### config.mk
export PLATFORM = sky130hd
export DESIGN_NAME = igd_gate_ctrl
export DESIGN_NICKNAME = d
export VERILOG_FILES = /design/src/verilog/igd_pkg.sv /design/src/verilog/igd_uv_filter.sv /design/src/verilog/igd_gate_ctrl.sv
export SDC_FILE = /design/constraint.sdc
export NUM_CORES = 1
export LEC_CHECK = 0
export ABC_AREA = 1
export BUFFER_PORTS_ARGS = -buffer_cell sky130_fd_sc_hd__buf_2
export CAP_MARGIN = 10
export CORE_ASPECT_RATIO = 1.25
export CORE_MARGIN = 2
export CORE_UTILIZATION = 40
export CTS_CLUSTER_SIZE = 20
export DETAILED_ROUTE_END_ITERATION = 10
export PLACE_DENSITY = 0.58
export SLEW_MARGIN = 0
export SYNTH_ARGS = -nofsm -noshare
export SYNTH_HDL_FRONTEND = slang
export SYNTH_SLANG_ARGS = --single-unit
### constraint.sdc
create_clock -name clk -period 3 [get_ports clk]
set_clock_uncertainty 0.1 [all_clocks]
set_input_delay 0.45 -clock clk [delete_from_list [all_inputs] [get_ports clk]]
set_output_delay 0.45 -clock clk [all_outputs]
set_load 0.01 [all_outputs]
### src/verilog/igd_pkg.sv
// Constants, field layouts and carrier types for the isolator gate drive
// control block.
// Assumes a 100 MHz clock and a plain register port with 32-bit data.
package igd_pkg;

  // Clock period used to turn times into cycle counts.
  localparam int CLK_PERIOD_NS = 10;

  // Filter and boost times in nanoseconds; least times, rounded up.
  localparam int PUMP_UV_FILTER_NS = 20000;
  localparam int GATE_UV_FILTER_NS = 20000;
  localparam int TURN_ON_BOOST_NS  = 8000;

  localparam int CNT_W = 12;
  localparam logic [CNT_W-1:0] PUMP_UV_FILTER_CYC =
    CNT_W'((PUMP_UV_FILTER_NS + CLK_PERIOD_NS - 1) / CLK_PERIOD_NS);
  localparam logic [CNT_W-1:0] GATE_UV_FILTER_CYC =
    CNT_W'((GATE_UV_FILTER_NS + CLK_PERIOD_NS - 1) / CLK_PERIOD_NS);
  localparam logic [CNT_W-1:0] TURN_ON_BOOST_CYC =
    CNT_W'((TURN_ON_BOOST_NS + CLK_PERIOD_NS - 1) / CLK_PERIOD_NS);

  // Cycles the enable pin needs to read high again after a fault release.
  localparam logic [2:0] RELEASE_SETTLE_CYC = 3'h4;

  // Register map, byte offsets.
  localparam int ADDR_W = 4;
  localparam logic [ADDR_W-1:0] STATUS_OFS = 4'h0;
  localparam logic [ADDR_W-1:0] CONFIG_OFS = 4'h4;
  localparam logic [ADDR_W-1:0] EVENT_OFS  = 4'h8;

  // Configuration fields and value after reset.
  localparam int CFG_PUMP_REPORT_BIT = 0;
  localparam int CFG_GATE_REPORT_BIT = 1;
  localparam logic [1:0] CONFIG_RESET = 2'h3;

  // Sticky event fields.
  localparam int EVT_PUMP_BIT = 0;
  localparam int EVT_GATE_LSB = 1;
  localparam logic [3:0] EVENT_RESET = 4'h0;

  // Operating states of the drive sequencer.
  typedef enum {
    ST_SLEEP,
    ST_POWER_UP,
    ST_OFF,
    ST_BOOST,
    ST_HOLD
  } igd_state_t;

  // Pin inputs, carried together through the synchroniser.
  typedef struct packed {
    logic       enable;
    logic       belowFault;
    logic       ignition;
    logic       supplyOk;
    logic       pumpLow;
    logic       gateSupplyReady;
    logic [2:0] phaseLow;
  } igd_pins_t;

  localparam igd_pins_t PINS_RESET = 9'h000;

  // Status word, read in the low bits of the status register.
  typedef struct packed {
    logic [2:0] phaseUv;
    logic       pumpUv;
    logic       faultPull;
    logic       hold;
    logic       boost;
    logic       pumpOn;
    logic       sleep;
  } igd_status_t;

endpackage

### src/verilog/igd_uv_filter.sv
// Undervoltage filter: one counter and one flag for a monitored voltage.
// Assumes a synchronised comparator level on the same clock.
`timescale 1ns/1ps
`default_nettype none
module igd_uv_filter #(
  parameter logic [igd_pkg::CNT_W-1:0] LIMIT = 12'h010
) (
  input  wire logic clk,
  input  wire logic rst_n,
  input  wire logic armed,
  input  wire logic below,
  output logic      uvFlag
);

  logic [igd_pkg::CNT_W-1:0] cnt_reg;
  logic [igd_pkg::CNT_W-1:0] cnt_next;
  logic                      flag_next;
  logic                      watching;
  logic                      expired;

  // The timer runs only while the monitor is armed and the level is low.
  assign watching  = armed & below;
  assign expired   = (cnt_reg == LIMIT - 12'h001);
  assign cnt_next  = (!watching) ? '0 :
                     (expired || uvFlag) ? cnt_reg :
                     cnt_reg + 12'h001;
  // The flag drops as soon as the level is back above threshold.
  assign flag_next = watching & (uvFlag | expired);

  // Counter and flag registers.
  always_ff @(posedge clk)
  begin
    if (!rst_n)
    begin
      cnt_reg <= '0;
      uvFlag  <= 1'b0;
    end
    else
    begin
      cnt_reg <= cnt_next;
      uvFlag  <= flag_next;
    end
  end

endmodule
`default_nettype wire

### src/verilog/igd_gate_ctrl.sv
// Control logic of a three-phase isolator gate driver with a shared
// open-drain enable terminal, activation inputs and undervoltage filters.
// Assumes asynchronous pins from the outside world, analog comparators that
// deliver logic levels, and a plain register port on the same clock.
`timescale 1ns/1ps
`default_nettype none

// Summary of operation
// - Enable high and both activations high: pump on, all drives on.
// - Enable driven low with both activations high: drives off, pump on.
// - Either activation low: pump off, drives off, enable ignored.
// - Pump disabled by activations means low-power sleep state.
// - Pumped supply low for the whole filter time sets pump fault.
// - Pump fault pulls enable to fault-low level, drive state unchanged.
// - Active phase gate low for filter time pulls enable, drives stay on.
// - Enable stays pulled until that phase's gate voltage recovers or the drives go off.
// - Enable pin encodes on, on with fault, and off states.
// - Enable rise gives a timed turn-on current, then hold current.
// - After power-up drives stay off until gate supply is sufficient.
module igd_gate_ctrl (
  input  wire logic                       clk,
  input  wire logic                       rst_n,
  input  wire logic                       gateEnableIoIn,
  output logic                            gateEnableIoOut,
  output logic                            gateEnableIoOe,
  input  wire logic                       enableBelowFaultLevel,
  input  wire logic                       ignitionActivate,
  input  wire logic                       supplyOkActivate,
  input  wire logic                       pumpedSupplyLow,
  input  wire logic                       gateSupplyReady,
  input  wire logic [2:0]                 phaseGateLow,
  input  wire logic [igd_pkg::ADDR_W-1:0] regAddr,
  input  wire logic [31:0]                regWrData,
  input  wire logic                       regWrite,
  input  wire logic                       regRead,
  output logic [31:0]                     regRdData,
  output logic                            chargePumpEnable,
  output logic                            sleepMode,
  output logic [2:0]                      gateDriveOn,
  output logic [2:0]                      gateTurnOnCurrent,
  output logic [2:0]                      gateHoldCurrent
);

  igd_pkg::igd_pins_t  pinsRaw;
  igd_pkg::igd_pins_t  sync1_reg;
  igd_pkg::igd_pins_t  sync2_reg;
  igd_pkg::igd_pins_t  sync3_reg;
  igd_pkg::igd_pins_t  pins_reg;
  igd_pkg::igd_pins_t  pins_next;
  igd_pkg::igd_state_t state_reg;
  igd_pkg::igd_state_t state_next;
  igd_pkg::igd_status_t statusWord;

  logic [igd_pkg::CNT_W-1:0] boostCnt_reg;
  logic [igd_pkg::CNT_W-1:0] boostCnt_next;
  logic [2:0]  release_reg;
  logic [2:0]  release_next;
  logic [1:0]  config_reg;
  logic [1:0]  config_next;
  logic [3:0]  event_reg;
  logic [3:0]  event_next;
  logic [31:0] rdData_next;
  logic        faultPull_reg;
  logic        faultPull_next;

  logic        activated;
  logic        pumpActive;
  logic        driveActive;
  logic        boostDone;
  logic        faultMasking;
  logic        cmdOn;
  logic        pumpUvFlag;
  logic [2:0]  phaseGateUvFlag;
  logic        wrConfig;
  logic        wrEvent;
  logic        rdStatus;
  logic        rdConfig;
  logic        rdEvent;
  logic [3:0]  eventSet;
  logic [3:0]  eventClr;
  logic        pumpOnNext;
  logic        boostNext;
  logic        holdNext;

  // Gather the asynchronous pins into one word for the synchroniser.
  assign pinsRaw.enable          = gateEnableIoIn;
  assign pinsRaw.belowFault      = enableBelowFaultLevel;
  assign pinsRaw.ignition        = ignitionActivate;
  assign pinsRaw.supplyOk        = supplyOkActivate;
  assign pinsRaw.pumpLow         = pumpedSupplyLow;
  assign pinsRaw.gateSupplyReady = gateSupplyReady;
  assign pinsRaw.phaseLow        = phaseGateLow;

  // A pin change is accepted once the second and third stages agree.
  assign pins_next = ((sync2_reg ~^ sync3_reg) & sync3_reg) |
                     ((sync2_reg ^ sync3_reg) & pins_reg);

  // Three-stage synchroniser and agreement filter for all pins.
  always_ff @(posedge clk)
  begin
    if (!rst_n)
    begin
      sync1_reg <= igd_pkg::PINS_RESET;
      sync2_reg <= igd_pkg::PINS_RESET;
      sync3_reg <= igd_pkg::PINS_RESET;
      pins_reg  <= igd_pkg::PINS_RESET;
    end
    else
    begin
      sync1_reg <= pinsRaw;
      sync2_reg <= sync1_reg;
      sync3_reg <= sync2_reg;
      pins_reg  <= pins_next;
    end
  end

  // Both activation inputs must be high before the pump may run.
  assign activated   = pins_reg.ignition & pins_reg.supplyOk;
  assign pumpActive  = (state_reg != igd_pkg::ST_SLEEP);
  assign driveActive = state_reg inside {igd_pkg::ST_BOOST, igd_pkg::ST_HOLD};
  assign boostDone   = (boostCnt_reg == igd_pkg::TURN_ON_BOOST_CYC - 12'h001);

  // While this block pulls the pin, or the pin is still settling after a
  // release, a low pin is our own fault indication and not a command.
  // Only a level below the fault-low level is the controller's disable.
  assign faultMasking = faultPull_reg || (release_reg != 3'h0);
  assign cmdOn = pins_reg.enable ||
                 (faultMasking && driveActive &&
                  !pins_reg.belowFault);

  // Drive sequencer: sleep, power-up wait, off, turn-on boost, hold.
  always_comb
  begin
    state_next = state_reg;
    if (!activated)
    begin
      state_next = igd_pkg::ST_SLEEP;
    end
    else
    begin
      unique case (state_reg)
        igd_pkg::ST_SLEEP:
        begin
          state_next = igd_pkg::ST_POWER_UP;
        end
        igd_pkg::ST_POWER_UP:
        begin
          if (pins_reg.gateSupplyReady)
          begin
            state_next = igd_pkg::ST_OFF;
          end
        end
        igd_pkg::ST_OFF:
        begin
          if (cmdOn)
          begin
            state_next = igd_pkg::ST_BOOST;
          end
        end
        igd_pkg::ST_BOOST:
        begin
          if (!cmdOn)
          begin
            state_next = igd_pkg::ST_OFF;
          end
          else if (boostDone)
          begin
            state_next = igd_pkg::ST_HOLD;
          end
        end
        igd_pkg::ST_HOLD:
        begin
          if (!cmdOn)
          begin
            state_next = igd_pkg::ST_OFF;
          end
        end
      endcase
    end
  end

  // The boost timer runs only during the turn-on period.
  assign boostCnt_next = (state_reg != igd_pkg::ST_BOOST) ? '0 :
                         boostDone ? boostCnt_reg :
                         boostCnt_reg + 12'h001;

  // Sequencer state and boost timer.
  always_ff @(posedge clk)
  begin
    if (!rst_n)
    begin
      state_reg    <= igd_pkg::ST_SLEEP;
      boostCnt_reg <= '0;
    end
    else
    begin
      state_reg    <= state_next;
      boostCnt_reg <= boostCnt_next;
    end
  end

  // The pump monitor watches whenever the pump runs.
  igd_uv_filter #(
    .LIMIT (igd_pkg::PUMP_UV_FILTER_CYC)
  ) u_pump_uv (
    .clk    (clk),
    .rst_n  (rst_n),
    .armed  (pumpActive),
    .below  (pins_reg.pumpLow),
    .uvFlag (pumpUvFlag)
  );

  // Each phase monitor watches only while the drives are on.
  generate
    for (genvar gi = 0; gi < 3; gi++)
    begin : g_phase
      igd_uv_filter #(
        .LIMIT (igd_pkg::GATE_UV_FILTER_CYC)
      ) u_gate_uv (
        .clk    (clk),
        .rst_n  (rst_n),
        .armed  (driveActive),
        .below  (pins_reg.phaseLow[gi]),
        .uvFlag (phaseGateUvFlag[gi])
      );
    end
  endgenerate

  // Any reported fault pulls the pin; the drive state is left alone.
  assign faultPull_next =
    (pumpUvFlag && config_reg[igd_pkg::CFG_PUMP_REPORT_BIT]) ||
    ((|phaseGateUvFlag) &&
     config_reg[igd_pkg::CFG_GATE_REPORT_BIT]);

  // After a release the pin needs a few cycles to read high again.
  assign release_next = (faultPull_reg && !faultPull_next) ?
                        igd_pkg::RELEASE_SETTLE_CYC :
                        faultPull_next ? 3'h0 :
                        (release_reg != 3'h0) ? release_reg - 3'h1 :
                        3'h0;

  // Open-drain pull-down of the shared enable terminal.
  always_ff @(posedge clk)
  begin
    if (!rst_n)
    begin
      faultPull_reg   <= 1'b0;
      release_reg     <= 3'h0;
      gateEnableIoOe  <= 1'b0;
      gateEnableIoOut <= 1'b0;
    end
    else
    begin
      faultPull_reg   <= faultPull_next;
      release_reg     <= release_next;
      gateEnableIoOe  <= faultPull_next;
      gateEnableIoOut <= 1'b0;
    end
  end

  // Output levels follow the next state so each output is a flip-flop.
  assign pumpOnNext  = (state_next != igd_pkg::ST_SLEEP);
  assign boostNext   = (state_next == igd_pkg::ST_BOOST);
  assign holdNext    = (state_next == igd_pkg::ST_HOLD);

  // Pump, sleep and gate drive output registers.
  always_ff @(posedge clk)
  begin
    if (!rst_n)
    begin
      chargePumpEnable  <= 1'b0;
      sleepMode         <= 1'b1;
      gateDriveOn       <= 3'h0;
      gateTurnOnCurrent <= 3'h0;
      gateHoldCurrent   <= 3'h0;
    end
    else
    begin
      chargePumpEnable  <= pumpOnNext;
      sleepMode         <= !pumpOnNext;
      gateDriveOn       <= {3{boostNext || holdNext}};
      gateTurnOnCurrent <= {3{boostNext}};
      gateHoldCurrent   <= {3{holdNext}};
    end
  end

  // Register port decode.
  assign wrConfig = regWrite && (regAddr == igd_pkg::CONFIG_OFS);
  assign wrEvent  = regWrite && (regAddr == igd_pkg::EVENT_OFS);
  assign rdStatus = regRead && (regAddr == igd_pkg::STATUS_OFS);
  assign rdConfig = regRead && (regAddr == igd_pkg::CONFIG_OFS);
  assign rdEvent  = regRead && (regAddr == igd_pkg::EVENT_OFS);

  // Report enables; writes change them, nothing else does.
  assign config_next = wrConfig ? regWrData[1:0] : config_reg;

  // Sticky events: write one to clear, a new event wins over the clear.
  assign eventSet = {phaseGateUvFlag, pumpUvFlag};
  assign eventClr = wrEvent ? regWrData[3:0] : 4'h0;
  assign event_next = (event_reg & ~eventClr) | eventSet;

  // Live status word.
  assign statusWord.phaseUv   = phaseGateUvFlag;
  assign statusWord.pumpUv    = pumpUvFlag;
  assign statusWord.faultPull = faultPull_reg;
  assign statusWord.hold      = (state_reg == igd_pkg::ST_HOLD);
  assign statusWord.boost     = (state_reg == igd_pkg::ST_BOOST);
  assign statusWord.pumpOn    = pumpActive;
  assign statusWord.sleep     = !pumpActive;

  // Read data stand for one cycle; unmapped addresses read as zero.
  assign rdData_next = rdStatus ? {23'h0, statusWord} :
                       rdConfig ? {30'h0, config_reg} :
                       rdEvent  ? {28'h0, event_reg} :
                       32'h00000000;

  // Register file and read data register.
  always_ff @(posedge clk)
  begin
    if (!rst_n)
    begin
      config_reg <= igd_pkg::CONFIG_RESET;
      event_reg  <= igd_pkg::EVENT_RESET;
      regRdData  <= 32'h00000000;
    end
    else
    begin
      config_reg <= config_next;
      event_reg  <= event_next;
      regRdData  <= rdData_next;
    end
  end

endmodule
`default_nettype wire

==> results of run 1 <==
[final timing paths]
| check | from | to | slack, ps | cells past startpoint |
|---|---|---|---|---|
| max | boostCnt_reg[0]$_SDFFE_PP0N_ | gateDriveOn[0]$_SDFF_PN0_ | 970 | 12 |
| min | ignitionActivate | sync1_reg[6]$_SDFF_PN0_ | 110 | 3 |
| max reg2reg | boostCnt_reg[0]$_SDFFE_PP0N_ | gateDriveOn[0]$_SDFF_PN0_ | 970 | 12 |
| min reg2reg | release_reg[0]$_SDFF_PP0_ | release_reg[0]$_SDFF_PP0_ | 310 | 1 |
[cells in the mapped netlist, drive strengths merged]
master | count | area, sq um
a211oi | 2 | 15.0
a21oi | 51 | 263
a221oi | 1 | 8.76
a31o | 1 | 8.76
a31oi | 2 | 27.5
buf | 35 | 253
clkbuf | 3 | 11.3
conb | 1 | 3.75
dfxtp | 156 | 3120
ha | 16 | 200
inv | 135 | 514
nand2 | 154 | 617
nand3 | 38 | 200
nand3b | 1 | 7.51
nand4 | 12 | 81.3
nor2 | 107 | 468
nor3 | 27 | 145
nor3b | 6 | 45.0
nor4 | 5 | 31.3
o211ai | 2 | 15.0
o21a | 5 | 37.5
o21ai | 25 | 125
o21bai | 2 | 15.0
o31ai | 1 | 7.51
or2 | 6 | 37.5
xnor2 | 6 | 52.6
xor2 | 10 | 87.6
[per-layer routing]
metal / vias to the layer above / part of all wire [%] / track usage (%)
li1: 2613 / - / -
met1: 2079 / 48 / 17.8
met2: 81 / 46 / 22.0
met3: 13 / 4.5 / 4.21
met4: 0 / 1.4 / 5.88
met5: - / 0 / 0
[cell usage in the layout (no fill, tap or decap), drive strengths merged]
master	n
clkbuf	20
o31ai	1
xnor2	6
buf	42
inv	135
a21oi	51
or2	6
a221oi	1
bufinv	4
a31o	1
o21bai	2
o21ai	25
nor4	5
dfxtp	156
nor3	27
nor2	107
nor3b	6
o21a	5
ha	16
nand4	12
o211ai	2
a211oi	2
nand3b	1
clkinvlp	3
nand2	154
nand3	38
clkinv	4
a31oi	2
xor2	10
conb	53
[worst register-to-register path: cells and delay by family (launching register included)]
family	cells	cell delay, ps
AND/OR/NAND/NOR	11	1240
flip-flops	1	370
adder cells (fa/ha/maj)	1	200
[power breakdown]
group	internal [mW]	switching [mW]	total (mW)	leakage, nW
sequential	2.12	0.0169	2.14	1.27
clock	1.45	0.813	2.26	0.304
combinational	0.0519	0.103	0.155	1.90
total	3.62	0.933	4.56	3.48
[metrics by stage]
stage / cells / area, sq um / util [%]
3_5_place_dp: 1078 / 6810 / 43.6
6_report: 1109 / 7440 / 47.6
5_1_grt: 1109 / 7440 / 47.6
2_1_floorplan: 862 / 6600 / -
4_1_cts: 1109 / 7440 / 47.6
3_3_place_gp: 1078 / 6810 / 43.6
[layout make-up]
type                    count  share of cell area (%)
clock buffers              20                    6.27
clock inverters            11                    2.24
inverters                 135                    6.91
multi-input cells         533                    36.2
flip-flops and latches    156                    42.0
well taps                 212                    3.56
repair buffers             42                    2.86
[kinds of logic (layout without fill, tap and decap cells)]
| group | after synthesis | in the layout |
|---|---|---|
| compound gates | 92 | 92 |
| xor+xnor | 16 | 16 |
| fa+ha+maj | 16 | 16 |
| buf+inv | 173 | 208 |
| flops | 156 | 156 |
| other cells | 1 | 53 |
| simple gates | 356 | 356 |
==> summary.txt, run 1 <==
status: completed
Max VDD drop: 0.000319 V
Post-Syn Instances: 810
yosys warns: 0
routability congestion estimate from global placement: 0.828
minimum clock period: 2030 ps
PnR worst setup slack: 970 ps
Hold-fix buffers, CTS: 0
routed wire length: 11.1 mm
Largest register FFs: 36
htree depth: 4
Fin Setup TNS: 0 ps
Buf+Inv Stages, Crit Path: 0
worst skew pair latency: 420 ps
Die Ht: 145 um
initial drt markers: 211
row cnt: 51
overall routing resource usage: 14.0%
distinct cell type count of the synthesized netlist: 46
count of port buffers added during placement: 41
die area: 17000 sq um
RSZ-0062 raised after global routing: no
via count of the first global-routing pass: 4370
core area: 15600 sq um
worst path cell trace: ha_1 -> nand2_1 -> nor2_1 -> nand4_1 -> nor2_1 -> nand2_1 -> nand2_1 -> nor2_1 -> nand2_1 -> nand3_1 -> nand3_1 -> nand2_1
Fin Hold WS: 110 ps
worst-margin pin slew: 788 ps
sequential fraction of the synthesis area: 48.8%
largest family of logic cells by synthesized area: simple AND/OR/NAND/NOR gates
startpoint types: register
Top delay family on crit path: simple AND/OR/NAND/NOR gates
Slew Viols, Final: 0
TritonCTS clock tree: built
post-synthesis mux area share: 0%
Initial DRT Pass Iterations: 4
Total Power: 4.56 mW
syn_area_per_cell: 7.90 sq um
Synth Area in Simple Gates: 25.5%
Vias/cell: 4.32
CP dominant cell by count: nand2_1
drt wl/cell: 10.0 um
Leak Pwr: 3.48 nW
cts bufs inserted: 17
first-pass GRT wire length: 19.0 mm
Final Hold Viols: 0
number of top-level pins: 94
Hold Path Class: in2reg
Post-CTS Setup Bufs: 0
CTS clk-pin slew, worst paths: 60 ps
crit path max fanout: 5
Clock Tree Root: clkbuf_16
Detail Route Antenna Nets: 0
fill cell count: 1550
CP max stage delay: 370 ps
initial antenna violation count: 0
Max-Cap Viols: 0
total gr overflow: 0
Area growth syn-to-layout: 16.3%
Setup CP Type: reg2reg
Vias: 4786
ant diodes: 0
Post-Synthesis Cell Area: 6400 sq um
Bufs on Longest Clock Path: 2
largest net degree at the start of global routing: 24
Synth Register Bits: 156
Compound-Gate Fraction of Synth Area: 8.17%
Final HPWL DP: 8.19 mm
power per standard cell area: 612 nW/um^2
Critical Path AT: 2230 ps
area occupied by registers: 3120 sq um
CTS sink count: 156
Final nets: 950
Initial Utilization: 40.9%
Adder-Cell Fraction of Synth Area: 3.13%
dpl ws: 950 ps
fmax: 493 MHz
post_cts resized: 0
Final setup viols: 0
Slew HR: 47.4%
layout cells sized above 1: 12.6%
area of the multi-input gates: 2700 sq um
# DRC: 0
Tcrit/Tclk final: 67.7%
slowest CP cell: dfxtp_1
Crit. End Element: register
CP required: 3200 ps
XOR/XNOR Fraction of Synth Area: 2.19%
Horiz. Die Dim: 117 um
(Power assumes the default switching activity.)
==> inputs of run 2 (changes only) <==
clock period = 1.9 ns   (was 3 ns; I/O delays follow)
==> summary.txt, run 2 (same netlist as run 1, synthesis figures left out) <==
Post-Route Utilization: 50.8% (was 47.6%)
fmax: 556 MHz (was 493 MHz)
row cnt: 51 (unchanged)
drt wl/cell: 10.3 um (was 10.0 um)
initial drt markers: 203 (was 211)
minimum clock period: 1800 ps (was 2030 ps)
TritonCTS clock tree: built (unchanged)
Vias: 4938 (was 4786)
status: completed (unchanged)
Vias/cell: 4.26 (was 4.32)
total gr overflow: 0 (unchanged)
count of port buffers added during placement: 41 (unchanged)
first-pass GRT wire length: 20.5 mm (was 19.0 mm)
Hold Path Class: in2reg (unchanged)
Combinational Power Share: 4.0% (was 3.4%)
htree depth: 4 (unchanged)
Buf+Inv Stages, Crit Path: 4 (was 0)
CTS sink count: 156 (unchanged)
overall routing resource usage: 15.2% (was 14.0%)
worst path cell trace: nor2_1 -> inv_1 -> nor2_2 -> nand2_2 -> nor2_4 -> nand2_4 -> nand2_8 -> buf_6 -> inv_6 -> nor2_8 -> inv_6 -> a31oi_4 -> o21a_1 (was ha_1 -> nand2_1 -> nor2_1 -> nand4_1 -> nor2_1 -> nand2_1 -> nand2_1 -> nor2_1 -> nand2_1 -> nand3_1 -> nand3_1 -> nand2_1)
Clock Tree Root: clkbuf_16 (unchanged)
Finished Cell Area: 7950 sq um (was 7440 sq um)
Slew Viols, Final: 0 (unchanged)
Final Hold Viols: 0 (unchanged)
core area: 15600 sq um (unchanged)
number of top-level pins: 94 (unchanged)
Fin Setup TNS: 0 ps (unchanged)
die area: 17000 sq um (unchanged)
slowest CP cell: dfxtp_1 (unchanged)
Bufs on Longest Clock Path: 2 (unchanged)
startpoint types: register (unchanged)
cts bufs inserted: 17 (unchanged)
Crit. End Element: register (unchanged)
RSZ-0062 raised after global routing: yes (was no)
Initial Utilization: 40.9% (unchanged)
crit path max fanout: 5 (unchanged)
CP dominant cell by count: inv_6 (was nand2_1)
Horiz. Die Dim: 117 um (unchanged)
CP required: 2170 ps (was 3200 ps)
Clock Power Share: 46.9% (was 49.7%)
DP Area: 7020 sq um (was 6810 sq um)
Max VDD drop: 0.000540 V (was 0.000319 V)
Largest register FFs: 36 (unchanged)
Die Ht: 145 um (unchanged)
Top delay family on crit path: simple AND/OR/NAND/NOR gates (unchanged)
# DRC: 0 (unchanged)
Critical Path AT: 2070 ps (was 2230 ps)
most frequent cells in the layout: dfxtp_1 (154), nand2_1 (141), inv_1 (123) (was dfxtp_1 (156), nand2_1 (146), inv_1 (125))
Internal: 5.32 mW (was 3.62 mW)
routability congestion estimate from global placement: 0.793 (was 0.828)
Tcrit/Tclk final: 94.7% (was 67.7%)
Final setup viols: 0 (unchanged)
min-delay src: regWrData[0] (was ignitionActivate)
Worst setup startpoint: state_reg[14]$_SDFF_PN0_ (was boostCnt_reg[0]$_SDFFE_PP0N_)
Setup CP Type: reg2reg (unchanged)
power per standard cell area: 866 nW/um^2 (was 612 nW/um^2)
commonest non-fill, non-tap cell in the layout: dfxtp_1 (unchanged)
Initial DRT Pass Iterations: 5 (was 4)
ant diodes: 0 (unchanged)
CP max stage delay: 290 ps (was 370 ps)
Leak Pwr: 3.70 nW (was 3.48 nW)
Seq pwr share: 49.1% (was 46.9%)
Detail Route Antenna Nets: 0 (unchanged)
largest net degree at the start of global routing: 20 (was 24)
worst skew pair latency: 430 ps (was 420 ps)
layout cells sized above 1: 20.3% (was 12.6%)
reg2reg start: state_reg[14]$_SDFF_PN0_ (was boostCnt_reg[0]$_SDFFE_PP0N_)
Max-Cap Viols: 0 (unchanged)
NetSw: 1.56 mW (was 0.933 mW)
Final HPWL DP: 8.66 mm (was 8.19 mm)
fill cell count: 1532 (was 1550)
sw frac: 22.6% (was 20.5%)
CTS clk-pin slew, worst paths: 60 ps (about the same)
routed wire length: 11.9 mm (was 11.1 mm)
Final nets: 999 (was 950)
Area growth syn-to-layout: 24.2% (was 16.3%)
initial antenna violation count: 0 (unchanged)
via count of the first global-routing pass: 4650 (was 4370)
## run 2: changes by cell type in the layout (fill, tap and decap cells not counted), moves of 4 or more
cell,before,now
nand2_1,146,141
nand2_2,6,10
nor2_2,4,16
nor2_1,99,85
nor3_2,2,6
buf_4,1,37
nand3_1,36,31
dlygate4sd3_1,0,9
nor3_1,25,21
## run 2: worst paths after layout
kind	depth (start not counted)	slack, ps	to
worst max-delay path	13	100	g_phase[2].u_gate_uv.cnt_reg[4]$_SDFFE_PN0P_
worst min-delay path	3	80	config_reg[0]$_SDFFE_PN1P_
worst max register to register	13	100	g_phase[2].u_gate_uv.cnt_reg[4]$_SDFFE_PN0P_
worst min register to register	2	310	sync2_reg[5]$_SDFF_PN0_
## run 2: power groups by stage
stage | sequential (mW) | clock [mW] | combinational [mW]
floorplan | 3.44 | 0 | 0.219
global placement | 3.45 | 0 | 0.252
detailed placement | 3.45 | 0 | 0.255
CTS | 3.38 | 3.34 | 0.271
global route | 3.38 | 3.46 | 0.324
finish | 3.38 | 3.23 | 0.274
## run 2: cell type report
class,count,area (sq um),area share [%]
clock inverter,13,119,1.50
tap,212,265,3.34
multi-input combinational,533,2840,35.7
inverter,135,522,6.56
timing repair buffer,91,627,7.89
clock buffer,19,453,5.70
sequential,156,3130,39.3
## run 2: metal layers
| layer | track usage [%] | vias to the layer above | wire [um] |
|---|---|---|---|
| li1 | - | 2704 | - |
| met1 | 19.1 | 2143 | 5690 |
| met2 | 24.1 | 74 | 5590 |
| met3 | 3.87 | 17 | 392 |
| met4 | 7.35 | 0 | 251 |
| met5 | 0 | - | 0 |
## run 2: repair_timing
| action | 4_1_cts | 5_1_grt |
|---|---|---|
| hold endpoints to repair | 9 | 0 |
| resized for setup | 0 | 49 |
| setup buffers | 0 | 12 |
| endpoints found under the setup margin | 0 | 39 |
| hold buffers | 9 | 0 |
## run 2: worst reg2reg max path, delay by kind of cell, from the launching register on
kind	cells	cell delay, ps
AOI/OAI and AO/OA	2	240
buffers and inverters	4	250
DFF	1	290
and+or+nand+nor	7	850
## run 2: metrics by stage
| step | hold slack (ps) | total power [mW] | setup WS, ps | cells |
|---|---|---|---|---|
| 2_1_floorplan | 283 | 3.66 | 213 | 862 |
| 3_3_place_gp | 293 | 3.70 | 47.0 | 1106 |
| 3_5_place_dp | 295 | 3.70 | 20.4 | 1106 |
| 4_1_cts | 62.5 | 6.98 | 5.54 | 1147 |
| 5_1_grt | 82.1 | 7.17 | -43.6 | 1159 |
| 6_report | 77.7 | 6.88 | 100 | 1159 |
==> inputs of run 3 (changes only) <==
PLACE_DENSITY = 0.61   (was 0.58)
clock period = 1.5 ns   (was 1.9 ns; I/O delays follow)
==> summary.txt, run 3 (same netlist as run 1, synthesis figures left out) <==
Crit. End Element: register (unchanged)
TritonCTS clock tree: built (unchanged)
worst reg-to-reg path cell count: 13 (unchanged)
number of top-level pins: 94 (unchanged)
Setup CP Type: reg2reg (unchanged)
Tcrit/Tclk final: 118% (was 94.7%)
CP required: 1770 ps (was 2170 ps)
fill cell count: 1448 (was 1532)
Detail Route Antenna Nets: 0 (unchanged)
min-delay src: rst_n (was regWrData[0])
FF-to-FF End: gateDriveOn[0]$_SDFF_PN0_ (was g_phase[2].u_gate_uv.cnt_reg[4]$_SDFFE_PN0P_)
Clock Tree Root: clkbuf_16 (unchanged)
Largest register FFs: 36 (unchanged)
die area: 17000 sq um (unchanged)
Max-Cap Viols: 0 (unchanged)
reg2reg start: state_reg[1]$_SDFF_PN0_ (was state_reg[14]$_SDFF_PN0_)
Initial DRT Pass Iterations: 4 (was 5)
Bufs on Longest Clock Path: 2 (unchanged)
row cnt: 51 (unchanged)
RSZ-0062 raised after global routing: yes (unchanged)
Horiz. Die Dim: 117 um (unchanged)
status: finished with violations (was completed)
startpoint types: register (unchanged)
count of port buffers added during placement: 41 (unchanged)
fmax: 566 MHz (was 556 MHz)
Initial Utilization: 40.9% (unchanged)
layout cells sized above 1: 34.8% (was 20.3%)
Combinational Power Share: 4.2% (was 4.0%)
cts bufs inserted: 17 (unchanged)
Vias/cell: 4.39 (was 4.26)
commonest non-fill, non-tap cell in the layout: dfxtp_1 (unchanged)
Fin Setup TNS: -10410 ps (was 0 ps)
Critical Path Sink: gateDriveOn[0]$_SDFF_PN0_ (was g_phase[2].u_gate_uv.cnt_reg[4]$_SDFFE_PN0P_)
Area growth syn-to-layout: 40.5% (was 24.2%)
Final Hold Viols: 0 (unchanged)
minimum clock period: 1770 ps (was 1800 ps)
Finished Cell Area: 8990 sq um (was 7950 sq um)
most frequent cells in the layout: dfxtp_1 (137), nand2_1 (130), buf_4 (117) (was dfxtp_1 (154), nand2_1 (141), inv_1 (123))
sw frac: 22.8% (was 22.6%)
Final nets: 1085 (was 999)
routability congestion estimate from global placement: 0.775 (was 0.793)
Max VDD drop: 0.000602 V (was 0.000540 V)
Die Ht: 145 um (unchanged)
total gr overflow: 0 (unchanged)
Worst setup startpoint: state_reg[1]$_SDFF_PN0_ (was state_reg[14]$_SDFF_PN0_)
DP Area: 7820 sq um (was 7020 sq um)
# DRC: 0 (unchanged)
htree depth: 4 (unchanged)
CTS sink count: 156 (unchanged)
Hold Path Class: in2reg (unchanged)
largest net degree at the start of global routing: 25 (was 20)
worst skew pair latency: 420 ps (was 430 ps)
routed wire length: 13.3 mm (was 11.9 mm)
initial drt markers: 176 (was 203)
Critical Path AT: 2040 ps (was 2070 ps)
power per standard cell area: 968 nW/um^2 (was 866 nW/um^2)
Fin Hold WS: 17.2 ps (was 77.7 ps)
Final HPWL DP: 9.24 mm (was 8.66 mm)
PnR worst setup slack: -267 ps (was 100 ps)
NetSw: 1.99 mW (was 1.56 mW)
violations in the final reports: negative setup slack
reg2reg setup slack: -270 ps (was 100 ps)
first-pass GRT wire length: 21.8 mm (was 20.5 mm)
Clock Power Share: 46.6% (was 46.9%)
ant diodes: 0 (unchanged)
initial antenna violation count: 0 (unchanged)
drt wl/cell: 10.7 um (was 10.3 um)
Post-Route Utilization: 57.5% (was 50.8%)
crit path max fanout: 7 (was 5)
core area: 15600 sq um (unchanged)
CTS clk-pin slew, worst paths: 60 ps (about the same)
placed cell count: 1188 (was 1106)
via count of the first global-routing pass: 5000 (was 4650)
Internal: 6.72 mW (was 5.32 mW)
Leak Pwr: 4.23 nW (was 3.70 nW)
overall routing resource usage: 16.2% (was 15.2%)
Slew Viols, Final: 0 (unchanged)
Final setup viols: 63 (was 0)
Seq pwr share: 49.2% (was 49.1%)
Vias: 5466 (was 4938)
Post-Layout Cell Count: 1245 (was 1159)
==> run 3: cell count changes in the layout (fill, tap and decap cells not counted), sizes merged <==
cell,delta
clkbuf,+1
buf,+85
inv,+1
clkinv,-1
==> run 3: worst max-delay path, stage by stage (launching register included) <==
cell	delay [ps]
dfxtp_4	360
inv_2	50
nand2_1	60
nor2_1	120
nand2_1	110
nor2_4	150
nand2_4	90
nand2_8	130
nor2_4	40
nor2_1	110
nand2_1	80
nor2_2	140
nand3_2	90
nand2_1	80
==> run 3: worst min-delay path by stage <==
stage                              endpoint  slack, ps  cells after the start
finish              sync3_reg[0]$_SDFF_PN0_         20                      3
global placement    sync2_reg[4]$_SDFF_PN0_        290                      2
detailed placement  sync2_reg[5]$_SDFF_PN0_        300                      2
CTS                 sync3_reg[1]$_SDFF_PN0_          3                      3
global route        sync3_reg[1]$_SDFF_PN0_         20                      3
floorplan           sync1_reg[0]$_SDFF_PN0_        220                      2
==> run 3: through the flow <==
stage / setup slack (ps) / total power, mW
6_report: -267 / 8.71
5_1_grt: -411 / 9.05
4_1_cts: -217 / 8.80
3_5_place_dp: -217 / 4.70
3_3_place_gp: -214 / 4.70
2_1_floorplan: -70.1 / 4.64
==> run 3: power by group through the flow <==
stage | sequential [mW] | combinational [mW] | clock [mW]
finish | 4.28 | 0.369 | 4.06
global route | 4.29 | 0.429 | 4.33
CTS | 4.28 | 0.367 | 4.15
detailed placement | 4.37 | 0.334 | 0
global placement | 4.37 | 0.329 | 0
floorplan | 4.36 | 0.278 | 0
==> run 3: layout make-up <==
type                    instances  area (sq um)  share of cell area [%]
multi-input cells             533          3200                    35.6
flip-flops and latches        156          3150                    35.0
repair buffers                176          1270                    14.2
inverters                     135           532                    5.91
clock buffers                  20           447                    4.97
well taps                     212           265                    2.95
clock inverters                12           115                    1.28
repair inverters                1          7.51                  0.0835
==> run 3: what timing repair did <==
action,4_1_cts,5_1_grt
endpoints found under the setup margin,65,73
endpoints found under the hold margin,9,0
pin swaps,34,29
gates resized for setup,55,72
cloned,1,0
buffers inserted,13,5
hold buffers,9,0
==> run 3: layer usage <==
metal	global-route usage, %	vias up	wire, um
li1	-	2887	-
met1	19.7	2476	6050
met2	26.8	81	6500
met3	4.33	22	454
met4	6.65	0	288
met5	0	-	0
